<file path="src/sbcsr_pkg.sv">
// share bus configuration and status register bank: constants and types
// assumes a 40 MHz core clock; used by the bank, while its pin synchroniser takes nothing from it
package sbcsr_pkg;

  // ----------------------------------------
  // register offsets
  // ----------------------------------------
  localparam logic [7:0] ADDR_FLAGS0 = 8'h00;
  localparam logic [7:0] ADDR_FLAGS1 = 8'h01;
  localparam logic [7:0] ADDR_FLAGS2 = 8'h02;
  localparam logic [7:0] ADDR_FLT_CFG = 8'h0d;
  localparam logic [7:0] ADDR_IN_CUR = 8'h13;
  localparam logic [7:0] ADDR_IN_VOLT = 8'h14;
  localparam logic [7:0] ADDR_LOC_V = 8'h15;
  localparam logic [7:0] ADDR_LOAD_V = 8'h16;
  localparam logic [7:0] ADDR_OUT_V = 8'h17;
  localparam logic [7:0] ADDR_OUT_CUR = 8'h18;
  localparam logic [7:0] ADDR_OUT_PWR = 8'h19;
  localparam logic [7:0] ADDR_TEMP = 8'h1b;
  localparam logic [7:0] ADDR_SHARE_LVL = 8'h1d;
  localparam logic [7:0] ADDR_MOD = 8'h1e;
  localparam logic [7:0] ADDR_SHARE_CFG = 8'h29;
  localparam logic [7:0] ADDR_SHARE_LIM = 8'h2a;

  // ----------------------------------------
  // field positions and reset values
  // ----------------------------------------
  localparam int CFG_SEL_BIT = 3;
  localparam int CFG_BSTR_BIT = 4;
  localparam int CFG_GAIN_HI = 2;
  localparam int CFG_GAIN_LO = 0;
  localparam int LIM_DIFF_HI = 7;
  localparam int LIM_DIFF_LO = 4;
  localparam int LIM_DROP_HI = 3;
  localparam int LIM_DROP_LO = 0;
  localparam int FLT_TIME_BIT = 7;
  localparam int FLT_ACT_HI = 6;
  localparam int FLT_ACT_LO = 4;
  localparam int F2_SHARE_BIT = 5;
  localparam int F2_EXT_BIT = 0;
  localparam logic [7:0] RST_CFG = 8'h00;
  localparam logic [7:0] RST_FLAGS = 8'h00;
  localparam logic [15:0] RD_ZERO = 16'h0000;

  // ----------------------------------------
  // timing
  // ----------------------------------------
  localparam int CLK_PERIOD_NS = 25;
  localparam int SHARE_DBNC_NS = 10000;
  localparam int DBNC_CYC_I = (SHARE_DBNC_NS + CLK_PERIOD_NS - 1) / CLK_PERIOD_NS;
  localparam logic [11:0] DBNC_LAST = 12'(DBNC_CYC_I - 1);
  localparam logic [11:0] CNT_ZERO = 12'h000;
  localparam logic [11:0] CNT_ONE = 12'h001;

  typedef enum logic [2:0] {
    SBCSR_S_IDLE = 3'b001,
    SBCSR_S_WAIT = 3'b010,
    SBCSR_S_FAULT = 3'b100
  } sbcsr_flt_state_t;

endpackage

</file>
<file path="src/sbcsr_pin_sync.sv">
// three-stage synchroniser for one asynchronous pin
// assumes the pin is a slow level; output moves once stages two and three agree
`timescale 1ns/1ps
`default_nettype none
module sbcsr_pin_sync (
  input wire logic i_core_clk,
  input wire logic i_resetn,
  input wire logic i_clk_en,
  input wire logic i_pin,
  output logic o_level
);
  logic s1_q;
  logic s2_q;
  logic s3_q;
  logic agree;

  assign agree = (s2_q == s3_q);

  always_ff @(posedge i_core_clk or negedge i_resetn) begin
    if (!i_resetn) begin
      s1_q <= 1'b0;
      s2_q <= 1'b0;
      s3_q <= 1'b0;
      o_level <= 1'b0;
    end else if (i_clk_en) begin
      s1_q <= i_pin;
      s2_q <= s1_q;
      s3_q <= s2_q;
      if (agree) begin
        o_level <= s3_q;
      end
    end
  end
endmodule
`default_nettype wire

</file>
<file path="src/sbcsr_regs.sv">
// share bus configuration and live/latched status register bank
// assumes a serial management front end that turns host frames into
// single-cycle read and write strobes on the core clock
`timescale 1ns/1ps
`default_nettype none
module sbcsr_regs (
  input wire logic i_core_clk,
  input wire logic i_resetn,
  input wire logic i_clk_en,
  input wire logic i_reg_wr,
  input wire logic i_reg_rd,
  input wire logic [7:0] i_reg_addr,
  input wire logic [7:0] i_reg_wdata,
  output logic [15:0] o_reg_rdata,
  output logic o_reg_rvalid,
  input wire logic i_latched_view,
  input wire logic i_latched_clear,
  input wire logic [7:0] i_flags0,
  input wire logic [7:0] i_flags1,
  input wire logic [7:0] i_flags2,
  input wire logic i_external_fault_input,
  input wire logic i_share_out_of_limit,
  input wire logic [15:0] i_primary_current_sense,
  input wire logic [15:0] i_secondary_current_sense,
  input wire logic i_adc_bitstream,
  input wire logic i_digital_share,
  input wire logic [15:0] i_input_current,
  input wire logic [15:0] i_input_voltage,
  input wire logic [15:0] i_input_power,
  input wire logic [15:0] i_local_voltage_sense,
  input wire logic [15:0] i_load_voltage_sense,
  input wire logic [15:0] i_output_voltage,
  input wire logic [15:0] i_output_current,
  input wire logic [15:0] i_output_power,
  input wire logic [7:0] i_temperature,
  input wire logic [7:0] i_share_bus_level,
  input wire logic [7:0] i_modulation,
  output logic [15:0] o_share_current,
  output logic o_share_output_pin,
  output logic o_share_sense_sel,
  output logic [2:0] o_share_gain,
  output logic [3:0] o_slave_match_diff,
  output logic [3:0] o_master_drop_lsbs,
  output logic o_share_fault_flag,
  output logic o_share_fault_event,
  output logic [2:0] o_share_fault_action,
  output logic [15:0] o_input_power
);

  // ----------------------------------------
  // configuration registers
  // ----------------------------------------
  logic [7:0] cfg_q;
  logic [7:0] lim_q;
  logic [7:0] flt_q;
  logic wr_cfg;
  logic wr_lim;
  logic wr_flt;

  function automatic logic hit(input logic [7:0] a, input logic [7:0] b);
    hit = (a == b);
  endfunction

  assign wr_cfg = i_reg_wr && hit(i_reg_addr, sbcsr_pkg::ADDR_SHARE_CFG);
  assign wr_lim = i_reg_wr && hit(i_reg_addr, sbcsr_pkg::ADDR_SHARE_LIM);
  assign wr_flt = i_reg_wr && hit(i_reg_addr, sbcsr_pkg::ADDR_FLT_CFG);

  // writes to any other address, status included, fall away
  always_ff @(posedge i_core_clk or negedge i_resetn) begin
    if (!i_resetn) begin
      cfg_q <= sbcsr_pkg::RST_CFG;
      lim_q <= sbcsr_pkg::RST_CFG;
      flt_q <= sbcsr_pkg::RST_CFG;
    end else if (i_clk_en) begin
      if (wr_cfg) begin
        cfg_q <= i_reg_wdata;
      end
      if (wr_lim) begin
        lim_q <= i_reg_wdata;
      end
      if (wr_flt) begin
        flt_q <= i_reg_wdata;
      end
    end
  end

  assign o_share_sense_sel = cfg_q[sbcsr_pkg::CFG_SEL_BIT];
  assign o_share_gain = cfg_q[sbcsr_pkg::CFG_GAIN_HI:sbcsr_pkg::CFG_GAIN_LO];
  assign o_slave_match_diff = lim_q[sbcsr_pkg::LIM_DIFF_HI:sbcsr_pkg::LIM_DIFF_LO];
  assign o_master_drop_lsbs = lim_q[sbcsr_pkg::LIM_DROP_HI:sbcsr_pkg::LIM_DROP_LO];
  assign o_share_fault_action = flt_q[sbcsr_pkg::FLT_ACT_HI:sbcsr_pkg::FLT_ACT_LO];

  // ----------------------------------------
  // share source and pin selection
  // ----------------------------------------
  logic [15:0] share_cur_d;
  logic share_pin_d;

  assign share_cur_d = cfg_q[sbcsr_pkg::CFG_SEL_BIT] ? i_secondary_current_sense
                                                    : i_primary_current_sense;
  assign share_pin_d = cfg_q[sbcsr_pkg::CFG_BSTR_BIT] ? i_adc_bitstream : i_digital_share;

  always_ff @(posedge i_core_clk or negedge i_resetn) begin
    if (!i_resetn) begin
      o_share_current <= sbcsr_pkg::RD_ZERO;
      o_share_output_pin <= 1'b0;
      o_input_power <= sbcsr_pkg::RD_ZERO;
    end else if (i_clk_en) begin
      o_share_current <= share_cur_d;
      o_share_output_pin <= share_pin_d;
      o_input_power <= i_input_power;
    end
  end

  // ----------------------------------------
  // share fault qualification
  // ----------------------------------------
  // timing bit low: flag follows the condition; high: it must hold for the debounce time
  sbcsr_pkg::sbcsr_flt_state_t st_q;
  sbcsr_pkg::sbcsr_flt_state_t st_d;
  logic [11:0] cnt_q;
  logic dbnc_mode;
  logic cnt_done;

  assign dbnc_mode = flt_q[sbcsr_pkg::FLT_TIME_BIT];
  assign cnt_done = (cnt_q == sbcsr_pkg::DBNC_LAST);

  always_comb begin
    st_d = st_q;
    case (st_q)
      sbcsr_pkg::SBCSR_S_IDLE: begin
        if (i_share_out_of_limit) begin
          st_d = dbnc_mode ? sbcsr_pkg::SBCSR_S_WAIT : sbcsr_pkg::SBCSR_S_FAULT;
        end
      end
      sbcsr_pkg::SBCSR_S_WAIT: begin
        if (!i_share_out_of_limit) begin
          st_d = sbcsr_pkg::SBCSR_S_IDLE;
        end else if (cnt_done) begin
          st_d = sbcsr_pkg::SBCSR_S_FAULT;
        end
      end
      sbcsr_pkg::SBCSR_S_FAULT: begin
        if (!i_share_out_of_limit) begin
          st_d = sbcsr_pkg::SBCSR_S_IDLE;
        end
      end
      default: st_d = sbcsr_pkg::SBCSR_S_IDLE;
    endcase
  end

  always_ff @(posedge i_core_clk or negedge i_resetn) begin
    if (!i_resetn) begin
      st_q <= sbcsr_pkg::SBCSR_S_IDLE;
      cnt_q <= sbcsr_pkg::CNT_ZERO;
      o_share_fault_flag <= 1'b0;
      o_share_fault_event <= 1'b0;
    end else if (i_clk_en) begin
      st_q <= st_d;
      cnt_q <= (st_q == sbcsr_pkg::SBCSR_S_WAIT) ? cnt_q + sbcsr_pkg::CNT_ONE : sbcsr_pkg::CNT_ZERO;
      o_share_fault_flag <= (st_d == sbcsr_pkg::SBCSR_S_FAULT);
      o_share_fault_event <= (st_d == sbcsr_pkg::SBCSR_S_FAULT) && (st_q != sbcsr_pkg::SBCSR_S_FAULT);
    end
  end

  // ----------------------------------------
  // live and latched flags
  // ----------------------------------------
  logic ext_lvl;
  logic [7:0] live0_q;
  logic [7:0] live1_q;
  logic [7:0] live2_q;
  logic [7:0] live2_d;
  logic [7:0] lat0_q;
  logic [7:0] lat1_q;
  logic [7:0] lat2_q;

  sbcsr_pin_sync u_ext_sync (
    .i_core_clk(i_core_clk),
    .i_resetn(i_resetn),
    .i_clk_en(i_clk_en),
    .i_pin(i_external_fault_input),
    .o_level(ext_lvl)
  );

  always_comb begin
    live2_d = i_flags2;
    live2_d[sbcsr_pkg::F2_SHARE_BIT] = o_share_fault_flag;
    live2_d[sbcsr_pkg::F2_EXT_BIT] = ext_lvl;
  end

  // the latch clear loses to a flag that is present in the same cycle
  always_ff @(posedge i_core_clk or negedge i_resetn) begin
    if (!i_resetn) begin
      live0_q <= sbcsr_pkg::RST_FLAGS;
      live1_q <= sbcsr_pkg::RST_FLAGS;
      live2_q <= sbcsr_pkg::RST_FLAGS;
      lat0_q <= sbcsr_pkg::RST_FLAGS;
      lat1_q <= sbcsr_pkg::RST_FLAGS;
      lat2_q <= sbcsr_pkg::RST_FLAGS;
    end else if (i_clk_en) begin
      live0_q <= i_flags0;
      live1_q <= i_flags1;
      live2_q <= live2_d;
      lat0_q <= (i_latched_clear ? sbcsr_pkg::RST_FLAGS : lat0_q) | live0_q;
      lat1_q <= (i_latched_clear ? sbcsr_pkg::RST_FLAGS : lat1_q) | live1_q;
      lat2_q <= (i_latched_clear ? sbcsr_pkg::RST_FLAGS : lat2_q) | live2_q;
    end
  end

  // ----------------------------------------
  // read path
  // ----------------------------------------
  logic [7:0] f0_v;
  logic [7:0] f1_v;
  logic [7:0] f2_v;
  logic [15:0] rd_mux;
  logic [7:0] a;

  assign a = i_reg_addr;
  assign f0_v = i_latched_view ? lat0_q : live0_q;
  assign f1_v = i_latched_view ? lat1_q : live1_q;
  assign f2_v = i_latched_view ? lat2_q : live2_q;

  // unmapped addresses read as zero; 8-bit registers sit in the low byte
  assign rd_mux =
    hit(a, sbcsr_pkg::ADDR_FLAGS0) ? {8'h00, f0_v} :
    hit(a, sbcsr_pkg::ADDR_FLAGS1) ? {8'h00, f1_v} :
    hit(a, sbcsr_pkg::ADDR_FLAGS2) ? {8'h00, f2_v} :
    hit(a, sbcsr_pkg::ADDR_FLT_CFG) ? {8'h00, flt_q} :
    hit(a, sbcsr_pkg::ADDR_IN_CUR) ? i_input_current :
    hit(a, sbcsr_pkg::ADDR_IN_VOLT) ? i_input_voltage :
    hit(a, sbcsr_pkg::ADDR_LOC_V) ? i_local_voltage_sense :
    hit(a, sbcsr_pkg::ADDR_LOAD_V) ? i_load_voltage_sense :
    hit(a, sbcsr_pkg::ADDR_OUT_V) ? i_output_voltage :
    hit(a, sbcsr_pkg::ADDR_OUT_CUR) ? i_output_current :
    hit(a, sbcsr_pkg::ADDR_OUT_PWR) ? i_output_power :
    hit(a, sbcsr_pkg::ADDR_TEMP) ? {8'h00, i_temperature} :
    hit(a, sbcsr_pkg::ADDR_SHARE_LVL) ? {8'h00, i_share_bus_level} :
    hit(a, sbcsr_pkg::ADDR_MOD) ? {8'h00, i_modulation} :
    hit(a, sbcsr_pkg::ADDR_SHARE_CFG) ? {8'h00, cfg_q} :
    hit(a, sbcsr_pkg::ADDR_SHARE_LIM) ? {8'h00, lim_q} :
    sbcsr_pkg::RD_ZERO;

  always_ff @(posedge i_core_clk or negedge i_resetn) begin
    if (!i_resetn) begin
      o_reg_rdata <= sbcsr_pkg::RD_ZERO;
      o_reg_rvalid <= 1'b0;
    end else if (i_clk_en) begin
      o_reg_rvalid <= i_reg_rd;
      if (i_reg_rd) begin
        o_reg_rdata <= rd_mux;
      end
    end
  end
endmodule
`default_nettype wire

</file>
<file path="config.mk">
export PLATFORM = sky130hd
export DESIGN_NAME = sbcsr_regs
export DESIGN_NICKNAME = d
export VERILOG_FILES = /design/src/sbcsr_pkg.sv /design/src/sbcsr_pin_sync.sv /design/src/sbcsr_regs.sv
export SDC_FILE = /design/constraint.sdc
export NUM_CORES = 1
export LEC_CHECK = 0
export BUFFER_PORTS_ARGS = -buffer_cell sky130_fd_sc_hd__clkbuf_2
export CORE_ASPECT_RATIO = 1.25
export CORE_MARGIN = 4
export CORE_UTILIZATION = 53
export DETAILED_ROUTE_END_ITERATION = 10
export PLACE_DENSITY = 0.85
export SLEW_MARGIN = 20
export SYNTH_ARGS = -nofsm -noshare
export SYNTH_HDL_FRONTEND = slang
export SYNTH_SLANG_ARGS = --single-unit
</file>
<file path="constraint.sdc">
create_clock -name i_core_clk -period 5.3 [get_ports i_core_clk]
set_clock_uncertainty 0.1 [all_clocks]
set_input_delay 1.06 -clock i_core_clk [delete_from_list [all_inputs] [get_ports i_core_clk]]
set_output_delay 1.06 -clock i_core_clk [all_outputs]
set_load 0.03 [all_outputs]
</file>
==> impl_metrics.json, run 1 <==
{
  "synth-edff-count": 0,
  "cts_hold_buf": 0,
  "syn_nets": 996,
  "reg2reg_from": "cfg_q[3]",
  "max-cap-violations": 0,
  "p_leak_nw": 4.736,
  "critPathArrivalTime_ns": 3.52,
  "max_slew_margin_pct": 34.62,
  "worstSkewPairLatency_ns": 0.43,
  "cp_slowest_stage_delay_ns": 0.69,
  "tightest_slew_ns": 0.9807,
  "antenna_found_initial": 0,
  "viasPerCell": 6.111,
  "multiInputGateArea_um2": 3874,
  "ant_nets": 0,
  "area_growth_pct": 28.08,
  "synth_seq_area_share_pct": 46.25,
  "startpoint_type": "input pin",
  "die_height_um": 143.1,
  "synthDistinctLibCells": 65,
  "fin_crit_sh_pct": 62.74,
  "netlist_area_um2": 7740,
  "grt_pass1_vias": 7373,
  "crit_slowest_cell": "nor2b_1",
  "min_path_type": "flop to flop",
  "endpoint": "flt_q[1]",
  "io_pins": 302,
  "clock_sinks": 143,
  "dr.pass1.iters": 5,
  "syn_inst": 760,
  "core_um2": 14350,
  "numCtsBuffers": 17,
  "rr_worst_depth": 5,
  "dpl.hpwl_um": 19610,
  "cts_resized": 0,
  "overflow": 0,
  "portBuffers": 299,
  "outcome": "finished clean",
  "grt_usage_pct": 30.87,
  "routed_wl_um": 26300,
  "via_count": 7455,
  "cts-root-buf": "clkbuf_16",
  "crit_buf_inv": 2,
  "synth_flop_cell": "dfrtp_1",
  "setup_violations": 0,
  "wire_per_inst_um": 21.56,
  "start_util_pct": 53.95,
  "drt_iter0_drc": 716,
  "critPathLaunch": "i_reg_addr[1]",
  "clockBufferDepth": 2,
  "crit_type": "input pin to flop",
  "htree_num_levels": 4,
  "dpl.cell_count": 1188,
  "required_ns": 5.50,
  "regArea_um2": 3580,
  "place.gp.congestion": 0.9992,
  "yosys_warnings": 0,
  "r2r-end": "o_reg_rdata[3]",
  "drive_gt1_share_pct": 40.31,
  "crit_chain": "clkbuf_2 -> nor2b_1 -> buf_4 -> nand3_1 -> nor2_2 -> mux2_2",
  "layout.nets": 1265,
  "clk_pin_slew_worst_paths_ns": 0.06,
  "rsz0062_at_grt": "no",
  "whs_ns": 0.3914,
  "fin_crit_ns": 3.325,
  "grt_pass1_wl_um": 39190,
  "fmax_mhz": 300.7,
  "die_w_um": 116.1,
  "hold_viol_final": 0,
  "ys_seq_elements": 143,
  "critical-path-top-delay-family": "simple AND/OR/NAND/NOR gates",
  "worst-path-max-fanout": 36,
  "path_depth": 6,
  "rrSetupSlack_ns": 3.10,
  "fill_cells": 1084,
  "fp-row-count": 49,
  "avgSynthCellArea_um2": 10.18,
  "cts_tree": "done",
  "end_kind": "flop",
  "diodes": 0,
  "ir_drop_mv": 0.2567,
  "postCtsSetupRepairBufs": 0,
  "powerDensity_nw_per_um2": 305.6,
  "instances_no_fill": 1220,
  "synthArstFlopShare_pct": 100.0,
  "dieArea_um2": 16610,
  "maxSlewViolCount": 0,
  "fin_tns_setup_ns": 0,
  "drc": 0,
  "grt_start_max_net_pins": 108
}
==> report_power, final <==
| group | leakage, nW | internal [mW] | switching, mW |
|---|---|---|---|
| Combinational | 2.66 | 0.209 | 0.288 |
| Clock | 0.301 | 0.803 | 0.465 |
| Sequential | 1.77 | 1.19 | 0.0734 |
| Total | 4.74 | 2.20 | 0.827 |
==> worst register-to-register path: cells and delay by family (launching register included) <==
kind	cells	cell delay (ns)
flip-flops	1	0.74
AO/OA/AOI/OAI	5	1.25
==> synth_stat cells, types with 7 or more instances <==
master	count	area share, %
a2111oi_0	10	1.1
a211oi_1	8	0.78
a21oi_1	52	3.4
a22o_1	27	3.1
a22oi_1	20	1.9
a31oi_1	9	0.73
buf_1	9	0.44
buf_2	7	0.45
clkbuf_1	35	1.7
dfrtp_1	142	46
inv_1	11	0.53
mux2_2	72	10
mux2i_1	51	6.6
nand2_1	64	3.1
nand3_1	14	0.91
nand4_1	8	0.65
nor2_1	64	3.1
nor2b_1	9	0.73
nor3_1	8	0.52
o21ai_0	27	1.7
o22ai_1	9	0.73
o31ai_1	11	1.1
==> sequential cells by signal, summed over array words and instances (netlist names), 3 cells and up <==
name / flops
o_input_power: 16
o_reg_rdata: 16
o_share_current: 16
cnt_q: 12
cfg_q: 8
flt_q: 8
lat0_q: 8
lat1_q: 8
lat2_q: 8
lim_q: 8
live0_q: 8
live1_q: 8
live2_q: 8
st_q: 3
==> cell families after synthesis <==
group / Yosys count / synth area share (%)
compound gates: 209 / 18.62
xor+xnor: 6 / 0.6789
fa+ha+maj: 1 / 0.1616
buf+inv: 68 / 3.702
flops: 143 / 46.25
mux: 124 / 17.36
simple gates: 209 / 13.22
==> cell usage in the layout, fill, tap and decap left out, drive strengths merged, types with 8 or more instances in the layout <==
| cell type | synthesis | layout |
|---|---|---|
| nor2 | 66 | 66 |
| a22oi | 20 | 20 |
| nor3 | 12 | 12 |
| mux2 | 72 | 72 |
| o31ai | 11 | 11 |
| a21oi | 52 | 52 |
| nand2 | 64 | 64 |
| a22o | 27 | 27 |
| inv | 11 | 12 |
| a2111oi | 10 | 10 |
| clkbuf | 35 | 317 |
| a211oi | 8 | 8 |
| nand4 | 8 | 8 |
| o22ai | 9 | 9 |
| buf | 22 | 10 |
| mux2i | 51 | 51 |
| dfrtp | 142 | 142 |
| nand3 | 14 | 14 |
| o21ai | 29 | 29 |
| a31oi | 9 | 9 |
| nor2b | 9 | 9 |
==> cell type report <==
cell class / instances / share of cell area, %
repair buffers: 307 / 15.79
multi-input cells: 549 / 39.08
flip-flops and latches: 143 / 36.11
clock inverters: 12 / 1.855
well taps: 178 / 2.247
inverters: 11 / 0.4165
clock buffers: 20 / 4.506
==> per-stage QoR <==
stage	area, um^2	utilization [%]	setup slack, ns	power, mW
global route	9913	69.10	1.887	3.144
CTS	9913	69.10	2.067	3.040
finish	9913	69.10	1.975	3.030
detailed placement	9283	64.70	1.673	1.767
global placement	9283	64.70	1.626	1.754
floorplan	7740	-	2.455	1.544
==> worst min-delay path by stage <==
stage,start,end,slack (ns),cells past startpoint
2_1_floorplan,u_ext_sync.s3_q,u_ext_sync.o_level,0.36,2
3_3_place_gp,o_reg_rdata[10],o_reg_rdata[10],0.37,2
3_5_place_dp,o_reg_rdata[14],o_reg_rdata[14],0.38,2
4_1_cts,o_reg_rdata[11],o_reg_rdata[11],0.40,2
5_1_grt,lat1_q[1],lat1_q[1],0.41,1
6_report,o_reg_rdata[11],o_reg_rdata[11],0.39,2
==> layer usage <==
metal | track usage, % | wire, um
met5 | 0 | 0
met4 | 16.19 | 1314
met3 | 8.944 | 2431
met2 | 52.02 | 13150
met1 | 35.34 | 9406
Power figures use the tool's default switching activity.
==> run 2: changes to the inputs <==
Settings changed: CORE_UTILIZATION 53 to 45, PLACE_DENSITY 0.85 to 0.77.
Clock period 5.3 ns to 2.9 ns, I/O delays scaled along.
==> run 2 against run 1 <==
Compared with the run above: register-to-register slack worse by 2.2 ns; clock power rose by 71%; non-clock buffer count up 34; hold slack worse by 0.34 ns; cell count up 6.2%.
==> impl_metrics.json, run 2 (synthesized netlist as in run 1, its figures left out) <==
{
  "outcome": "finished clean",
  "clock_sinks": 143,
  "fin_crit_ns": 2.329,
  "io_pins": 302,
  "clk_pin_slew_worst_paths_ns": 0.06,
  "fp-row-count": 53,
  "portBuffers": 299,
  "htree_num_levels": 4,
  "overflow": 0,
  "fin_tns_setup_ns": 0,
  "routed_wl_um": 27040,
  "placed_area_um2": 9615,
  "wire_per_inst_um": 20.86,
  "crit_type": "input pin to flop",
  "antenna_found_initial": 0,
  "design_area_um2": 10200,
  "grt_pass1_vias": 7698,
  "clockBufferDepth": 2,
  "layout.nets": 1299,
  "final_common_cell": "clkbuf_2",
  "setup_violations": 0,
  "cts_tree": "done",
  "whs_ns": 0.04998,
  "worstSkewPairLatency_ns": 0.42,
  "end_kind": "flop",
  "startpoint_type": "input pin",
  "drive_gt1_share_pct": 42.38,
  "cp_slowest_stage_delay_ns": 0.69,
  "critPathArrivalTime_ns": 2.57,
  "worst-path-max-fanout": 6,
  "biggestRegsByFlops": "o_input_power (16), o_reg_rdata (16), o_share_current (16)",
  "rr_worst_depth": 6,
  "required_ns": 3.14,
  "area_growth_pct": 31.85,
  "via_count": 7490,
  "min_path_type": "input pin to async pin",
  "dpl.hpwl_um": 21430,
  "fmax_mhz": 429.3,
  "cts_resized": 0,
  "start_util_pct": 45.95,
  "maxSlewViolCount": 0,
  "crit_chain": "clkbuf_2 -> or4b_1 -> or4_1 -> o21ai_1 -> a221oi_1 -> a31o_1 -> a21oi_1",
  "diodes": 0,
  "cts-root-buf": "clkbuf_16",
  "p_leak_nw": 4.883,
  "dieArea_um2": 19380,
  "total_power_mw": 5.408,
  "viasPerCell": 5.779,
  "fin_crit_sh_pct": 80.32,
  "grt_pass1_wl_um": 41470,
  "hold_viol_final": 0,
  "crit_slowest_cell": "or4b_1",
  "place.gp.congestion": 0.9684,
  "numCtsBuffers": 17,
  "powerDensity_nw_per_um2": 530.0,
  "max_slew_margin_pct": 43.54,
  "fill_cells": 1467,
  "ant_nets": 0,
  "die_w_um": 125.3,
  "die_height_um": 154.6,
  "most-common-layout-cells": "clkbuf_2, dfrtp_1, mux2_2",
  "rsz0062_at_grt": "no",
  "tightest_slew_ns": 0.8448,
  "drt_iter0_drc": 619,
  "post-route-util_pct": 60.59,
  "postCtsSetupRepairBufs": 0,
  "dr.pass1.iters": 6,
  "core_um2": 16840,
  "drc": 0,
  "grt_usage_pct": 27.18,
  "grt_start_max_net_pins": 68,
  "max-cap-violations": 0,
  "cts_hold_buf": 0,
  "ir_drop_mv": 0.4617
}
## run 2: worst max-delay path: cells and delay by family
family                 cells  cell delay [ns]
and+or+nand+nor            2             1.29
AOI/OAI and AO/OA          4             0.57
buffers and inverters      1             0.12
## run 2: layout make-up
class | instances | area, um^2 | share of cell area, %
Clock buffer | 17 | 425.4 | 4.169
Multi-Input combinational cell | 549 | 3874 | 37.96
Inverter | 11 | 41.29 | 0.4046
Timing Repair Buffer | 341 | 1846 | 18.08
Sequential cell | 143 | 3580 | 35.08
Tap cell | 220 | 275.3 | 2.697
Clock inverter | 15 | 163.9 | 1.606
## run 2: power by group
group / switching [mW] / internal [mW] / total (mW) / leakage [nW]
clock: 0.894 / 1.28 / 2.17 / 0.272
sequential: 0.123 / 2.18 / 2.30 / 1.77
combinational: 0.535 / 0.404 / 0.939 / 2.84
## run 2: worst paths after layout
| check | startpoint | endpoint | slack [ns] |
|---|---|---|---|
| min | i_resetn | cfg_q[0] | 0.05 |
| max | i_reg_addr[5] | o_reg_rdata[1] | 0.57 |
| min reg2reg | o_reg_rdata[15] | o_reg_rdata[15] | 0.39 |
| max reg2reg | cnt_q[4] | st_q[2] | 0.94 |
| max in group asynchronous | i_resetn | st_q[0] | 1.81 |
| min in group i_core_clk | i_share_out_of_limit | st_q[0] | 0.26 |
## run 2: metal layers
layer / wire length (um) / global-route usage (%) / vias to the layer above
met1: 10180 / 31.75 / 3581
met5: 0 / 0 / -
met4: 1118 / 12.60 / 0
li1: - / - / 3445
met3: 2117 / 7.150 / 63
met2: 13620 / 46.76 / 401
## run 2: stage by stage
| stage | instances | worst slack (ns) |
|---|---|---|
| global route | 1296 | 0.5353 |
| CTS | 1296 | 0.6270 |
| detailed placement | 1264 | 0.1800 |
| global placement | 1264 | 0.1759 |
| finish | 1296 | 0.5707 |
| floorplan | 760 | 0.5347 |
==> run 3: changes to the inputs <==
Settings changed: CORE_UTILIZATION 45 to 50, PLACE_DENSITY 0.77 to 0.81.
Clock period 2.9 ns to 2.45 ns, I/O delays scaled along.
==> run 3 against run 2 <==
Compared with the run above: total power is 19% higher; register-to-register slack got worse by 0.43 ns; sequential power rose by 19%.
==> impl_metrics.json, run 3 (synthesized netlist as in run 1, its figures left out) <==
{
  "worst-path-max-fanout": 7,
  "io_pins": 302,
  "post-route-util_pct": 69.98,
  "final_common_cell": "clkbuf_2",
  "worstSkewPairLatency_ns": 0.41,
  "grt_usage_pct": 30.39,
  "critPathArrivalTime_ns": 2.43,
  "numCtsBuffers": 17,
  "max_slew_margin_pct": 45.62,
  "clk_pin_slew_worst_paths_ns": 0.06,
  "viasPerCell": 5.786,
  "area_growth_pct": 36.31,
  "p_leak_nw": 5.120,
  "grt_pass1_wl_um": 41810,
  "antenna_found_initial": 2,
  "biggestRegsByFlops": "o_input_power (16), o_reg_rdata (16), o_share_current (16)",
  "fp-row-count": 50,
  "dieArea_um2": 17550,
  "start_util_pct": 51.34,
  "via_count": 7695,
  "postCtsSetupRepairBufs": 0,
  "rsz0062_at_grt": "no",
  "place.gp.congestion": 0.9982,
  "die_w_um": 119.3,
  "dr.pass1.iters": 5,
  "crit_type": "input pin to flop",
  "drt_iter0_drc": 622,
  "instances_no_fill": 1330,
  "htree_num_levels": 4,
  "required_ns": 2.65,
  "most-common-layout-cells": "clkbuf_2, dfrtp_1, buf_4",
  "overflow": 0,
  "fin_crit_sh_pct": 91.31,
  "routed_wl_um": 27500,
  "cts_tree": "done",
  "fmax_mhz": 447.0,
  "end_kind": "flop",
  "dpl.hpwl_um": 21630,
  "rrSetupSlack_ns": 0.51,
  "wire_per_inst_um": 20.68,
  "startpoint_type": "input pin",
  "clock_sinks": 143,
  "clockBufferDepth": 2,
  "total_power_mw": 6.460,
  "dpl.cell_count": 1296,
  "max-cap-violations": 0,
  "setup_violations": 0,
  "whs_ns": 0.2056,
  "ir_drop_mv": 0.5688,
  "maxSlewViolCount": 0,
  "grt_pass1_vias": 7946,
  "cts-root-buf": "clkbuf_16",
  "layout.nets": 1344,
  "hold_viol_final": 0,
  "core_um2": 15080,
  "drc": 0,
  "drive_gt1_share_pct": 44.60,
  "min_path_type": "input pin to flop",
  "tightest_slew_ns": 0.7951,
  "die_height_um": 147.1,
  "portBuffers": 299,
  "grt_start_max_net_pins": 55,
  "ant_nets": 0,
  "outcome": "finished clean",
  "fin_crit_ns": 2.237,
  "powerDensity_nw_per_um2": 612.3
}
run 3: cell types whose count changed in the layout (fill, tap and decap cells not counted), sizes merged:
cell and delta:
dlygate4sd3 +1, buf +44, diode +1, clkinvlp -3, inv +2, clkbuf +1
run 3: area by class of cell:
class / instances / area (um^2)
multi-input combinational: 549 / 3874
clock buffer: 18 / 439.2
clock inverter: 14 / 155.1
timing repair buffer: 386 / 2198
tap: 208 / 260.3
inverter: 11 / 41.29
fill: 1165 / 4527
antenna: 1 / 2.502
sequential: 143 / 3580
run 3: per-stage QoR:
step	setup TNS, ns	worst slack [ns]	area [um^2]
6_report	0	0.2129	10550
5_1_grt	0	0.1289	10550
4_1_cts	0	0.2785	10550
3_5_place_dp	-0.4267	-0.1518	9943
3_3_place_gp	-0.2006	-0.06803	9943
2_1_floorplan	0	0.1747	7740
run 3: path summary, 6_finish.rpt:
path	depth (start not counted)	to	start
worst max-delay path	10	o_reg_rdata[6]	i_reg_addr[4]
worst min-delay path	2	o_input_power[5]	i_input_power[5]
worst max register to register	6	st_q[2]	cnt_q[4]
worst min register to register	2	o_reg_rdata[15]	o_reg_rdata[15]
max in group asynchronous	3	flt_q[2]	i_resetn
min in group asynchronous	2	o_input_power[0]	i_resetn
run 3: power breakdown:
group / internal (mW) / switching (mW)
registers: 2.58 / 0.153
clock network: 1.54 / 1.04
logic: 0.503 / 0.646
run 3: repair_timing:
| action | 4_1_cts | 5_1_grt |
|---|---|---|
| endpoints found under the hold margin | 51 | 0 |
| hold buffers | 1 | 0 |
| resized for setup | 0 | 0 |
run 3: critical path, cell delays in order:
cell	delay [ns]
clkbuf_2	0.10
nor4b_2	0.17
buf_12	0.13
buf_4	0.15
nand2_1	0.08
buf_4	0.14
o22ai_1	0.09
a2111oi_0	0.73
o31a_1	0.28
o21ai_1	0.07
run 3: per-layer routing:
metal	GRT usage, %	share of wire [%]
met2	52.42	50
met4	14.38	4.5
met5	0	0.047
met3	8.202	8.0
met1	34.94	37
